`src/gpims_pkg.sv`:
```
// constants for the per-port interrupt-select and mask set/clear block
// Operation
// - select-set write ones set select bits
// - select-clear write ones clear select bits
// - mask-set write ones set mask bits
// - mask-clear write ones clear mask bits
// - select pin: mask zero enables interrupt
// - non-select pin: mask zero means device function
// - six readable writable 32-bit mask registers
// - write-only set and clear select registers
// - select one dedicates pin to interrupt
// - reset: select zero, mask all ones
package gpims_pkg;
  localparam int          NUM_PORTS     = 6;
  localparam int          PORT_WIDTH    = 32;
  localparam logic [11:0] PORT_STRIDE   = 12'h100;
  localparam logic [7:0]  OFS_SELECT    = 8'h10;
  localparam logic [7:0]  OFS_SEL_SET   = 8'h14;
  localparam logic [7:0]  OFS_SEL_CLR   = 8'h18;
  localparam logic [7:0]  OFS_MASK      = 8'h20;
  localparam logic [7:0]  OFS_MASK_SET  = 8'h24;
  localparam logic [7:0]  OFS_MASK_CLR  = 8'h28;
  localparam logic [7:0]  OFS_IRQ_STAT  = 8'hf0;
  localparam logic [7:0]  OFS_IRQ_MASK  = 8'hf4;
  localparam logic [31:0] SELECT_RESET  = 32'h0000_0000;
  localparam logic [31:0] MASK_RESET    = 32'hffff_ffff;
  localparam logic [31:0] IRQ_MASK_RST  = 32'h0000_0000;
  localparam logic [31:0] UNMAPPED_READ = 32'h0000_0000;
  typedef enum logic [1:0] {
    GPIMS_BUS_IDLE = 2'b00,
    GPIMS_BUS_ACK  = 2'b01
  } gpims_bus_state_type;
endpackage

```
`src/gpims_top.sv`:
```
// Chosen here: register access over Wishbone and the placing of the registers.
`timescale 1ns/1ps
// six-port interrupt-select and mask register block on classic wishbone
module gpims_top #(
  parameter int NUM_PORTS  = gpims_pkg::NUM_PORTS,
  parameter int PORT_WIDTH = gpims_pkg::PORT_WIDTH
) (
  input  wire logic                            clk_i,      // system clock, 10 MHz
  input  wire logic                            rst_i,      // synchronous reset, high
  input  wire logic                            cyc_i,      // wishbone cycle
  input  wire logic                            stb_i,      // wishbone strobe
  input  wire logic                            we_i,       // wishbone write enable
  input  wire logic [11:0]                     adr_i,      // wishbone byte address
  input  wire logic [3:0]                      sel_i,      // wishbone byte selects
  input  wire logic [31:0]                     dat_i,      // wishbone write data
  output logic      [31:0]                     dat_o,      // wishbone read data
  output logic                                 ack_o,      // wishbone acknowledge
  output logic                                 irq_o,      // level interrupt
  input  wire logic [NUM_PORTS*PORT_WIDTH-1:0] pin_in_i,   // pin levels, all ports
  output logic      [NUM_PORTS*PORT_WIDTH-1:0] irq_src_o,  // pin may raise interrupt
  output logic      [NUM_PORTS*PORT_WIDTH-1:0] dev_fn_o,   // pin given to device function
  output logic      [NUM_PORTS*PORT_WIDTH-1:0] gpio_fn_o   // pin used as plain gpio
);
  localparam int TW = NUM_PORTS * PORT_WIDTH;

  gpims_pkg::gpims_bus_state_type state_reg;
  gpims_pkg::gpims_bus_state_type state_next;
  logic [31:0]    dat_reg;
  logic [31:0]    dat_next;
  logic [31:0]    stat_reg;
  logic [31:0]    stat_next;
  logic [31:0]    imask_reg;
  logic [31:0]    imask_next;
  logic           irq_reg;
  logic           irq_next;
  logic [TW-1:0]  src_reg;
  logic [TW-1:0]  dev_reg;
  logic [TW-1:0]  gpio_reg;
  logic [TW-1:0]  pin_prev_reg;
  logic [TW-1:0]  select_all;
  logic [TW-1:0]  mask_all;
  logic [31:0]    wdata;
  logic           access;
  logic           wr_go;
  logic           rd_go;
  logic [3:0]     port_idx;
  logic [7:0]     reg_ofs;
  logic           port_ok;
  logic [NUM_PORTS-1:0] port_hit;
  logic [NUM_PORTS-1:0] port_event;

  // only the selected byte lanes reach the set/clear logic; an unselected lane acts as zero
  assign wdata    = dat_i & {{8{sel_i[3]}}, {8{sel_i[2]}}, {8{sel_i[1]}}, {8{sel_i[0]}}};
  assign access   = cyc_i && stb_i && (state_reg == gpims_pkg::GPIMS_BUS_IDLE);
  // writes land on the edge where the master sees ack, so a dropped cycle writes nothing
  assign wr_go    = cyc_i && stb_i && we_i && (state_reg == gpims_pkg::GPIMS_BUS_ACK);
  assign rd_go    = access && !we_i;
  assign port_idx = adr_i[11:8];
  assign reg_ofs  = adr_i[7:0];
  assign port_ok  = (32'(port_idx) < NUM_PORTS);

  genvar gp;
  generate
    for (gp = 0; gp < NUM_PORTS; gp++) begin : g_port
      logic [PORT_WIDTH-1:0] pin_now;
      logic [PORT_WIDTH-1:0] pin_old;
      logic [PORT_WIDTH-1:0] live_src;
      assign port_hit[gp] = wr_go && (32'(port_idx) == gp);
      gpims_port_bits #(
        .WIDTH(PORT_WIDTH)
      ) u_bits (
        .clk_i     (clk_i),
        .rst_i     (rst_i),
        .sel_set_i (port_hit[gp] && reg_ofs == gpims_pkg::OFS_SEL_SET),
        .sel_clr_i (port_hit[gp] && reg_ofs == gpims_pkg::OFS_SEL_CLR),
        .msk_wr_i  (port_hit[gp] && reg_ofs == gpims_pkg::OFS_MASK),
        .msk_set_i (port_hit[gp] && reg_ofs == gpims_pkg::OFS_MASK_SET),
        .msk_clr_i (port_hit[gp] && reg_ofs == gpims_pkg::OFS_MASK_CLR),
        .data_i    (wdata[PORT_WIDTH-1:0]),
        .select_o  (select_all[gp*PORT_WIDTH +: PORT_WIDTH]),
        .mask_o    (mask_all[gp*PORT_WIDTH +: PORT_WIDTH])
      );
      assign pin_now  = pin_in_i[gp*PORT_WIDTH +: PORT_WIDTH];
      assign pin_old  = pin_prev_reg[gp*PORT_WIDTH +: PORT_WIDTH];
      // taken from the stored bits, not the registered outputs, so a mask write blocks at once
      assign live_src = select_all[gp*PORT_WIDTH +: PORT_WIDTH]
                      & ~mask_all[gp*PORT_WIDTH +: PORT_WIDTH];
      // simple rising-edge trigger: a live source pin that was low last cycle and is high now
      assign port_event[gp] = |(live_src & pin_now & ~pin_old);
    end
  endgenerate

  // bus slave: one wait-free ack the cycle after the request, dropped the cycle after
  always_comb begin
    state_next = gpims_pkg::GPIMS_BUS_IDLE;
    dat_next   = dat_reg;
    imask_next = imask_reg;
    stat_next  = stat_reg;
    if (access) begin
      state_next = gpims_pkg::GPIMS_BUS_ACK;
      dat_next   = gpims_pkg::UNMAPPED_READ;
      if (rd_go && port_ok && reg_ofs == gpims_pkg::OFS_SELECT) begin
        dat_next = 32'(select_all[32'(port_idx)*PORT_WIDTH +: PORT_WIDTH]);
      end
      if (rd_go && port_ok && reg_ofs == gpims_pkg::OFS_MASK) begin
        dat_next = 32'(mask_all[32'(port_idx)*PORT_WIDTH +: PORT_WIDTH]);
      end
      // set/clear words are write-only and read as zero
      if (rd_go && port_idx == 4'hf && reg_ofs == gpims_pkg::OFS_IRQ_STAT) begin
        dat_next  = stat_reg;
        stat_next = '0;
      end
      if (rd_go && port_idx == 4'hf && reg_ofs == gpims_pkg::OFS_IRQ_MASK) begin
        dat_next = imask_reg;
      end
    end
    if (wr_go && port_idx == 4'hf && reg_ofs == gpims_pkg::OFS_IRQ_MASK) begin
      imask_next = wdata;
    end
    // a new event wins over the clearing read
    stat_next = stat_next | 32'(port_event);
    irq_next  = |(stat_next & imask_next);
  end

  always_ff @(posedge clk_i) begin
    if (rst_i) begin
      state_reg <= gpims_pkg::GPIMS_BUS_IDLE;
      dat_reg   <= gpims_pkg::UNMAPPED_READ;
      stat_reg  <= '0;
      imask_reg <= gpims_pkg::IRQ_MASK_RST;
      irq_reg   <= 1'b0;
    end else begin
      state_reg <= state_next;
      dat_reg   <= dat_next;
      stat_reg  <= stat_next;
      imask_reg <= imask_next;
      irq_reg   <= irq_next;
    end
  end

  // pin function decode, registered so the outputs come from flops
  always_ff @(posedge clk_i) begin
    if (rst_i) begin
      src_reg      <= '0;
      dev_reg      <= '0;
      gpio_reg     <= '1;
      // start from the live level so a pin already high gives no false edge
      pin_prev_reg <= pin_in_i;
    end else begin
      src_reg      <= select_all & ~mask_all;
      dev_reg      <= ~select_all & ~mask_all;
      gpio_reg     <= ~select_all & mask_all;
      pin_prev_reg <= pin_in_i;
    end
  end

  assign dat_o     = dat_reg;
  // only the ack state has bit 0 set, so the flop bit is the acknowledge
  assign ack_o     = state_reg[0];
  assign irq_o     = irq_reg;
  assign irq_src_o = src_reg;
  assign dev_fn_o  = dev_reg;
  assign gpio_fn_o = gpio_reg;

  a_ack_one_cycle: assert property (@(posedge clk_i) disable iff (rst_i)
    (cyc_i && stb_i && !ack_o) |=> ack_o ##1 !ack_o)
    else $error("ack not a single cycle after request");
  a_mask_blocks_src: assert property (@(posedge clk_i) disable iff (rst_i)
    (select_all[0] && mask_all[0]) |=> !irq_src_o[0])
    else $error("masked interrupt pin still a source");
  a_gpio_decode: assert property (@(posedge clk_i) disable iff (rst_i)
    (!select_all[0] && mask_all[0]) |=> (gpio_fn_o[0] && !dev_fn_o[0]))
    else $error("gpio decode wrong");
  a_select_dedicates: assert property (@(posedge clk_i) disable iff (rst_i)
    select_all[1] |=> (!gpio_fn_o[1] && !dev_fn_o[1]))
    else $error("interrupt pin also given another use");
endmodule // gpims_top

```
`src/gpims_port_bits.sv`:
```
`timescale 1ns/1ps
// one port's select and mask storage with atomic set/clear updates
module gpims_port_bits #(
  parameter int WIDTH = 32
) (
  input  wire logic             clk_i,      // system clock
  input  wire logic             rst_i,      // synchronous reset, high
  input  wire logic             sel_set_i,  // select-set strobe
  input  wire logic             sel_clr_i,  // select-clear strobe
  input  wire logic             msk_wr_i,   // mask direct write strobe
  input  wire logic             msk_set_i,  // mask-set strobe
  input  wire logic             msk_clr_i,  // mask-clear strobe
  input  wire logic [WIDTH-1:0] data_i,     // written word
  output logic      [WIDTH-1:0] select_o,   // pin_irq_select bits
  output logic      [WIDTH-1:0] mask_o      // pin_mask bits
);
  logic [WIDTH-1:0] select_reg;
  logic [WIDTH-1:0] select_next;
  logic [WIDTH-1:0] mask_reg;
  logic [WIDTH-1:0] mask_next;

  always_comb begin
    select_next = select_reg;
    mask_next   = mask_reg;
    if (sel_set_i) begin
      select_next = select_reg | data_i;
    end
    if (sel_clr_i) begin
      select_next = select_reg & ~data_i;
    end
    if (msk_wr_i) begin
      mask_next = data_i;
    end
    if (msk_set_i) begin
      mask_next = mask_reg | data_i;
    end
    if (msk_clr_i) begin
      mask_next = mask_reg & ~data_i;
    end
  end

  always_ff @(posedge clk_i) begin
    if (rst_i) begin
      select_reg <= WIDTH'(gpims_pkg::SELECT_RESET);
      mask_reg   <= WIDTH'(gpims_pkg::MASK_RESET);
    end else begin
      select_reg <= select_next;
      mask_reg   <= mask_next;
    end
  end

  assign select_o = select_reg;
  assign mask_o   = mask_reg;

  a_set_sets_bits: assert property (@(posedge clk_i) disable iff (rst_i)
    sel_set_i |=> ((select_reg & $past(data_i)) == $past(data_i)))
    else $error("select set did not set written ones");
  a_clr_clears_bits: assert property (@(posedge clk_i) disable iff (rst_i)
    sel_clr_i |=> ((select_reg & $past(data_i)) == '0))
    else $error("select clear did not clear written ones");
  a_mset_keeps_zeros: assert property (@(posedge clk_i) disable iff (rst_i)
    msk_set_i |=> (((mask_reg ^ $past(mask_reg)) & ~$past(data_i)) == '0)
      && ((mask_reg & $past(data_i)) == $past(data_i)))
    else $error("mask set touched wrong bits");
  a_mclr_keeps_zeros: assert property (@(posedge clk_i) disable iff (rst_i)
    msk_clr_i |=> (((mask_reg ^ $past(mask_reg)) & ~$past(data_i)) == '0)
      && ((mask_reg & $past(data_i)) == '0))
    else $error("mask clear touched wrong bits");
  a_reset_values: assert property (@(posedge clk_i)
    $past(rst_i) |-> (select_reg == '0 && mask_reg == '1))
    else $error("reset values wrong");
endmodule // gpims_port_bits

```
`config.mk`:
```
export PLATFORM = sky130hd
export DESIGN_NAME = gpims_top
export DESIGN_NICKNAME = d
export VERILOG_FILES = /design/src/gpims_pkg.sv /design/src/gpims_top.sv /design/src/gpims_port_bits.sv
export SDC_FILE = /design/constraint.sdc
export NUM_CORES = 2
export LEC_CHECK = 0
export BUFFER_PORTS_ARGS = -buffer_cell sky130_fd_sc_hd__buf_2
export CAP_MARGIN = 10
export CORE_AREA = 5 5 328 330
export CTS_BUF_LIST = sky130_fd_sc_hd__clkbuf_16
export DETAILED_ROUTE_END_ITERATION = 10
export DIE_AREA = 0 0 333 335
export PLACE_DENSITY_LB_ADDON = 0.25
export SETUP_SLACK_MARGIN = 0.4
export SYNTH_ARGS = -nofsm -noshare
export SYNTH_HDL_FRONTEND = slang
export SYNTH_SLANG_ARGS = --single-unit
```
`constraint.sdc`:
```
create_clock -name clk_i -period 4.05 [get_ports clk_i]
set_clock_uncertainty 0.2 [all_clocks]
set_input_delay 0.81 -clock clk_i [delete_from_list [all_inputs] [get_ports clk_i]]
set_output_delay 0.81 -clock clk_i [all_outputs]
set_load 0.005 [all_outputs]
```
==> impl_summary.log <==
[metrics] Finished Layout Cells: 6778
[metrics] initial core utilization: 0.4142
[metrics] Synth Instances: 4172
[metrics] largest buffer count on any clock path: 3
[metrics] CTS H-Tree Depth: 4
[metrics] routed vias/inst: about 5.9
[metrics] die extent in y: roughly 340 µm
[metrics] post-synth net total: 4417
[metrics] Maximum Capacitance Violations: 0
[metrics] Syn Std Cell Area: ~43000 µm²
[metrics] I/O pin cnt: roughly 860
[metrics] Worst Path Arrival: 3.90 ns
[metrics] transition at the pin with the smallest max-transition slack: 1.196 ns
[metrics] final count of hold timing violations: 0
[metrics] WP data required: 4.47 ns
[metrics] setup-violating endpoint count in the final report: 0
[metrics] vias in the first global route: 36.84k
[metrics] number of enable flip-flop cells after synthesis: 0
[metrics] setup repair after global routing missed its margin: false
[metrics] total vias in the final route: 39.76k
[metrics] remaining antenna violation count: 0
[metrics] Die Span X: 333 µm
[metrics] final worst path period need: roughly 3.5 ns
[metrics] clock tree from TritonCTS: done
[metrics] number of filler cells placed in the layout: approximately 9k
[metrics] clock tree root buffer cell: sky130_fd_sc_hd__clkbuf_16
[metrics] utilization after layout: 0.5417
[metrics] critical path's largest stage delay: just under 0.9 ns
[metrics] count of pins over their slew limit: 0
[metrics] Core Rows: 119
[metrics] crit-path leading delay family: compound AO/OA/AOI/OAI gates
[metrics] total gr overflow: 0
[metrics] Hold Slack: 0.2643 ns
[metrics] leading cell types by count after synthesis: sky130_fd_sc_hd__dfxtp_1 (1250), sky130_fd_sc_hd__nor3_1 (393), sky130_fd_sc_hd__nand2_1 (348)
[metrics] chain of cells forming the critical path: buf_2, or4b_1, a2111oi_0, buf_4, nand2_1, buf_4, nor3_4, buf_12, nand2_1, a221o_1
[metrics] number of port buffers: between 800 and 900
[metrics] leading register cell type out of synthesis: sky130_fd_sc_hd__dfxtp_1
[metrics] type of the worst setup path: input port to flop
[metrics] clock sinks: 1250
[metrics] Synth async-reset ratio: 0
[metrics] number of setup buffers added after CTS: 0
[metrics] library cells used by synthesis: 50
[metrics] number of antenna violations at the first check in global routing: 19
[metrics] total routing resource utilization after global routing: 0.3330
[metrics] DR WL/cell: 28.88 µm
[metrics] placeable core region: 104500 µm²
[metrics] type of destination of the critical path: flop
[metrics] area enclosed by the die boundary: approximately 110000 µm²
[metrics] run status: finished, final reports clean
[metrics] setup total negative slack: 0 ns
[metrics] min-delay worst type: flop to flop
[metrics] maximum number of pins on one net before global-route repair: about 120
[metrics] cell taking the most area after synthesis: sky130_fd_sc_hd__dfxtp_1
[metrics] routability-driven placement congestion ratio: 0.9471
[metrics] TritonCTS Buffers: 135
[metrics] first-pass GRT wire length: 269600 µm
[metrics] CP startpoint kind: input port
[metrics] worst vdd rail ir drop: 390.7 µV
[metrics] Max stage delay cell, worst path: sky130_fd_sc_hd__a2111oi_0
[metrics] clock latency on the worst-skew pair: roughly 0.76 ns
[metrics] final wirelength: 195800 µm
[metrics] Detailed Routing Iterations Pass 1: 6
[metrics] placed wire-length estimate: 150600 µm
[metrics] remaining design rule violation count: 0
[metrics] top-area cell type share of the netlist area: 0.5780
[metrics] synthesized area per cell: 10.38 µm²
[metrics] sequential element share of the synthesized area: 0.5780
[metrics] placed cell count: ~6.3k
[metrics] violation count after the first detailed-route iteration: 4717
[metrics] leakage power: 21.57 nW
[metrics] top fanout value on the critical path: 49
[metrics] total buffers and inverters traversed by the critical path: 4
[metrics] biggest area contributors in the synthesized netlist: sky130_fd_sc_hd__dfxtp_1 (58%), sky130_fd_sc_hd__nor3_1 (4.5%), sky130_fd_sc_hd__a221o_1 (4.4%)
[metrics] Gates resized, CTS repair: 0
[metrics] ratio of final minimum period to clock period: 0.8598
[metrics] number of flip-flops and latches in the synthesized netlist: 1250
[metrics] worst-case headroom to the max-slew limit: 0.2026
[metrics] area delta synth->final: 30.79%
[metrics] clock-pin slew on the worst setup and hold paths: 0.06 ns
[metrics] count leader, synth: sky130_fd_sc_hd__dfxtp_1
[metrics] maximum clock frequency: between 0.2 and 0.3 GHz
[metrics] power per unit of standard cell area: about 450 nW/µm²
[metrics] Yosys warning count: 0
[metrics] fraction of final layout cells sized beyond drive strength 1: 0.2573
[metrics] number of nets in the layout: 5522
## worst register-to-register path, stage by stage (launching register included)
cell and delay, ns:
sky130_fd_sc_hd__dfxtp_1 0.43, sky130_fd_sc_hd__nand4_1 0.23, sky130_fd_sc_hd__or4_4 0.76, sky130_fd_sc_hd__buf_4 0.29
sky130_fd_sc_hd__mux2_2 0.30, sky130_fd_sc_hd__a22oi_1 0.26, sky130_fd_sc_hd__nand3_1 0.12, sky130_fd_sc_hd__o31ai_1 0.29
sky130_fd_sc_hd__a41oi_1 0.14
## final cells by class
cell class / count / area (µm²) / share of cell area
timing repair buffer: 1280 / 8484 / 0.1498
inverter: 261 / 979.7 / 0.01730
clock buffer: 139 / 3478 / 0.06143
antenna: 11 / 27.53 / 0.0004862
multi-input combinational: 2349 / 16190 / 0.2859
sequential: 1250 / 25020 / 0.4420
clock inverter: 97 / 698.2 / 0.01233
tap: 1391 / 1740 / 0.03074
## per-stage QoR
stage	total power [W]	instance area (µm²)	setup slack (ns)
3_3_place_gp	0.01344	50490	-0.01610
3_5_place_dp	0.01345	50490	-0.0001370
5_1_grt	0.02588	56610	0.5780
2_1_floorplan	0.01309	43290	0.7181
6_report	0.02521	56620	0.5680
4_1_cts	0.02528	56590	0.7427
## final timing paths
path | slack [ns] | cells past startpoint | to | from
setup / recovery | 0.57 | 10 | g_port[0].u_bits.mask_o[4] | adr_i[4]
hold / removal | 0.26 | 2 | dat_o[6] | dat_o[6]
setup reg to reg | 0.88 | 8 | irq_o | state_reg[0]
hold reg to reg | 0.26 | 2 | dat_o[6] | dat_o[6]
## kinds of logic after synthesis
kind of cell / after synthesis / synth area share
muxes: 149 / 0.05355
AOI/OAI and AO/OA: 949 / 0.1610
xor gates and xnor gates: 1 / 0.0002023
DFF: 1250 / 0.5780
and+or+nand+nor: 1250 / 0.1565
buffers and inverters: 573 / 0.05072
## timing repair
action                     CTS  global route
hold endpoints to repair   192             0
setup endpoints to repair    0             0
hold buffers               192             0
## power by group
group	internal [W]	switching, W
sequential	0.0124	0.0000279
clock	0.00673	0.00511
combinational	0.000357	0.000589
## placed cells by master, fill, tap and decap left out, types with 3 or more instances in the layout
master	netlist	layout
sky130_fd_sc_hd__nor4b_1	130	129
sky130_fd_sc_hd__nand3_1	84	84
sky130_fd_sc_hd__and2_1	55	54
sky130_fd_sc_hd__nor3_4	0	3
sky130_fd_sc_hd__buf_2	24	851
sky130_fd_sc_hd__nor2_2	2	5
sky130_fd_sc_hd__clkinv_1	0	31
sky130_fd_sc_hd__inv_6	0	8
sky130_fd_sc_hd__nor2_4	0	6
sky130_fd_sc_hd__a221o_1	192	192
sky130_fd_sc_hd__mux2i_1	67	67
sky130_fd_sc_hd__nand4_1	16	16
sky130_fd_sc_hd__nand2_1	348	347
sky130_fd_sc_hd__dfxtp_1	1250	1250
sky130_fd_sc_hd__nor2b_1	19	18
sky130_fd_sc_hd__bufinv_16	0	8
sky130_fd_sc_hd__clkinvlp_4	0	3
sky130_fd_sc_hd__mux2_2	17	17
sky130_fd_sc_hd__nor4_1	50	49
sky130_fd_sc_hd__a21o_1	192	192
sky130_fd_sc_hd__clkinv_2	0	21
sky130_fd_sc_hd__mux4_2	64	64
sky130_fd_sc_hd__nor3_1	393	391
sky130_fd_sc_hd__nor2_1	73	64
sky130_fd_sc_hd__o21ai_0	65	65
sky130_fd_sc_hd__a211oi_1	6	6
sky130_fd_sc_hd__buf_4	0	194
sky130_fd_sc_hd__clkbuf_16	0	139
sky130_fd_sc_hd__a311oi_1	109	109
sky130_fd_sc_hd__o22ai_1	66	66
sky130_fd_sc_hd__a21oi_1	207	207
sky130_fd_sc_hd__inv_1	261	283
sky130_fd_sc_hd__a22oi_1	72	72
sky130_fd_sc_hd__dlygate4sd3_1	0	192
sky130_fd_sc_hd__diode_2	0	11
sky130_fd_sc_hd__a31oi_1	32	32
sky130_fd_sc_hd__nor4bb_1	64	63
sky130_fd_sc_hd__buf_12	0	41
## routing by layer
metal / track usage / vias up / wire length, µm
met5: 0 / - / 62
met4: 0.1393 / 10 / 8898
met3: 0.09616 / 354 / 22470
met2: 0.4893 / 2541 / 82380
met1: 0.4609 / 19350 / 81940
li1: - / 17500 / -
(Power assumes the default switching activity.)
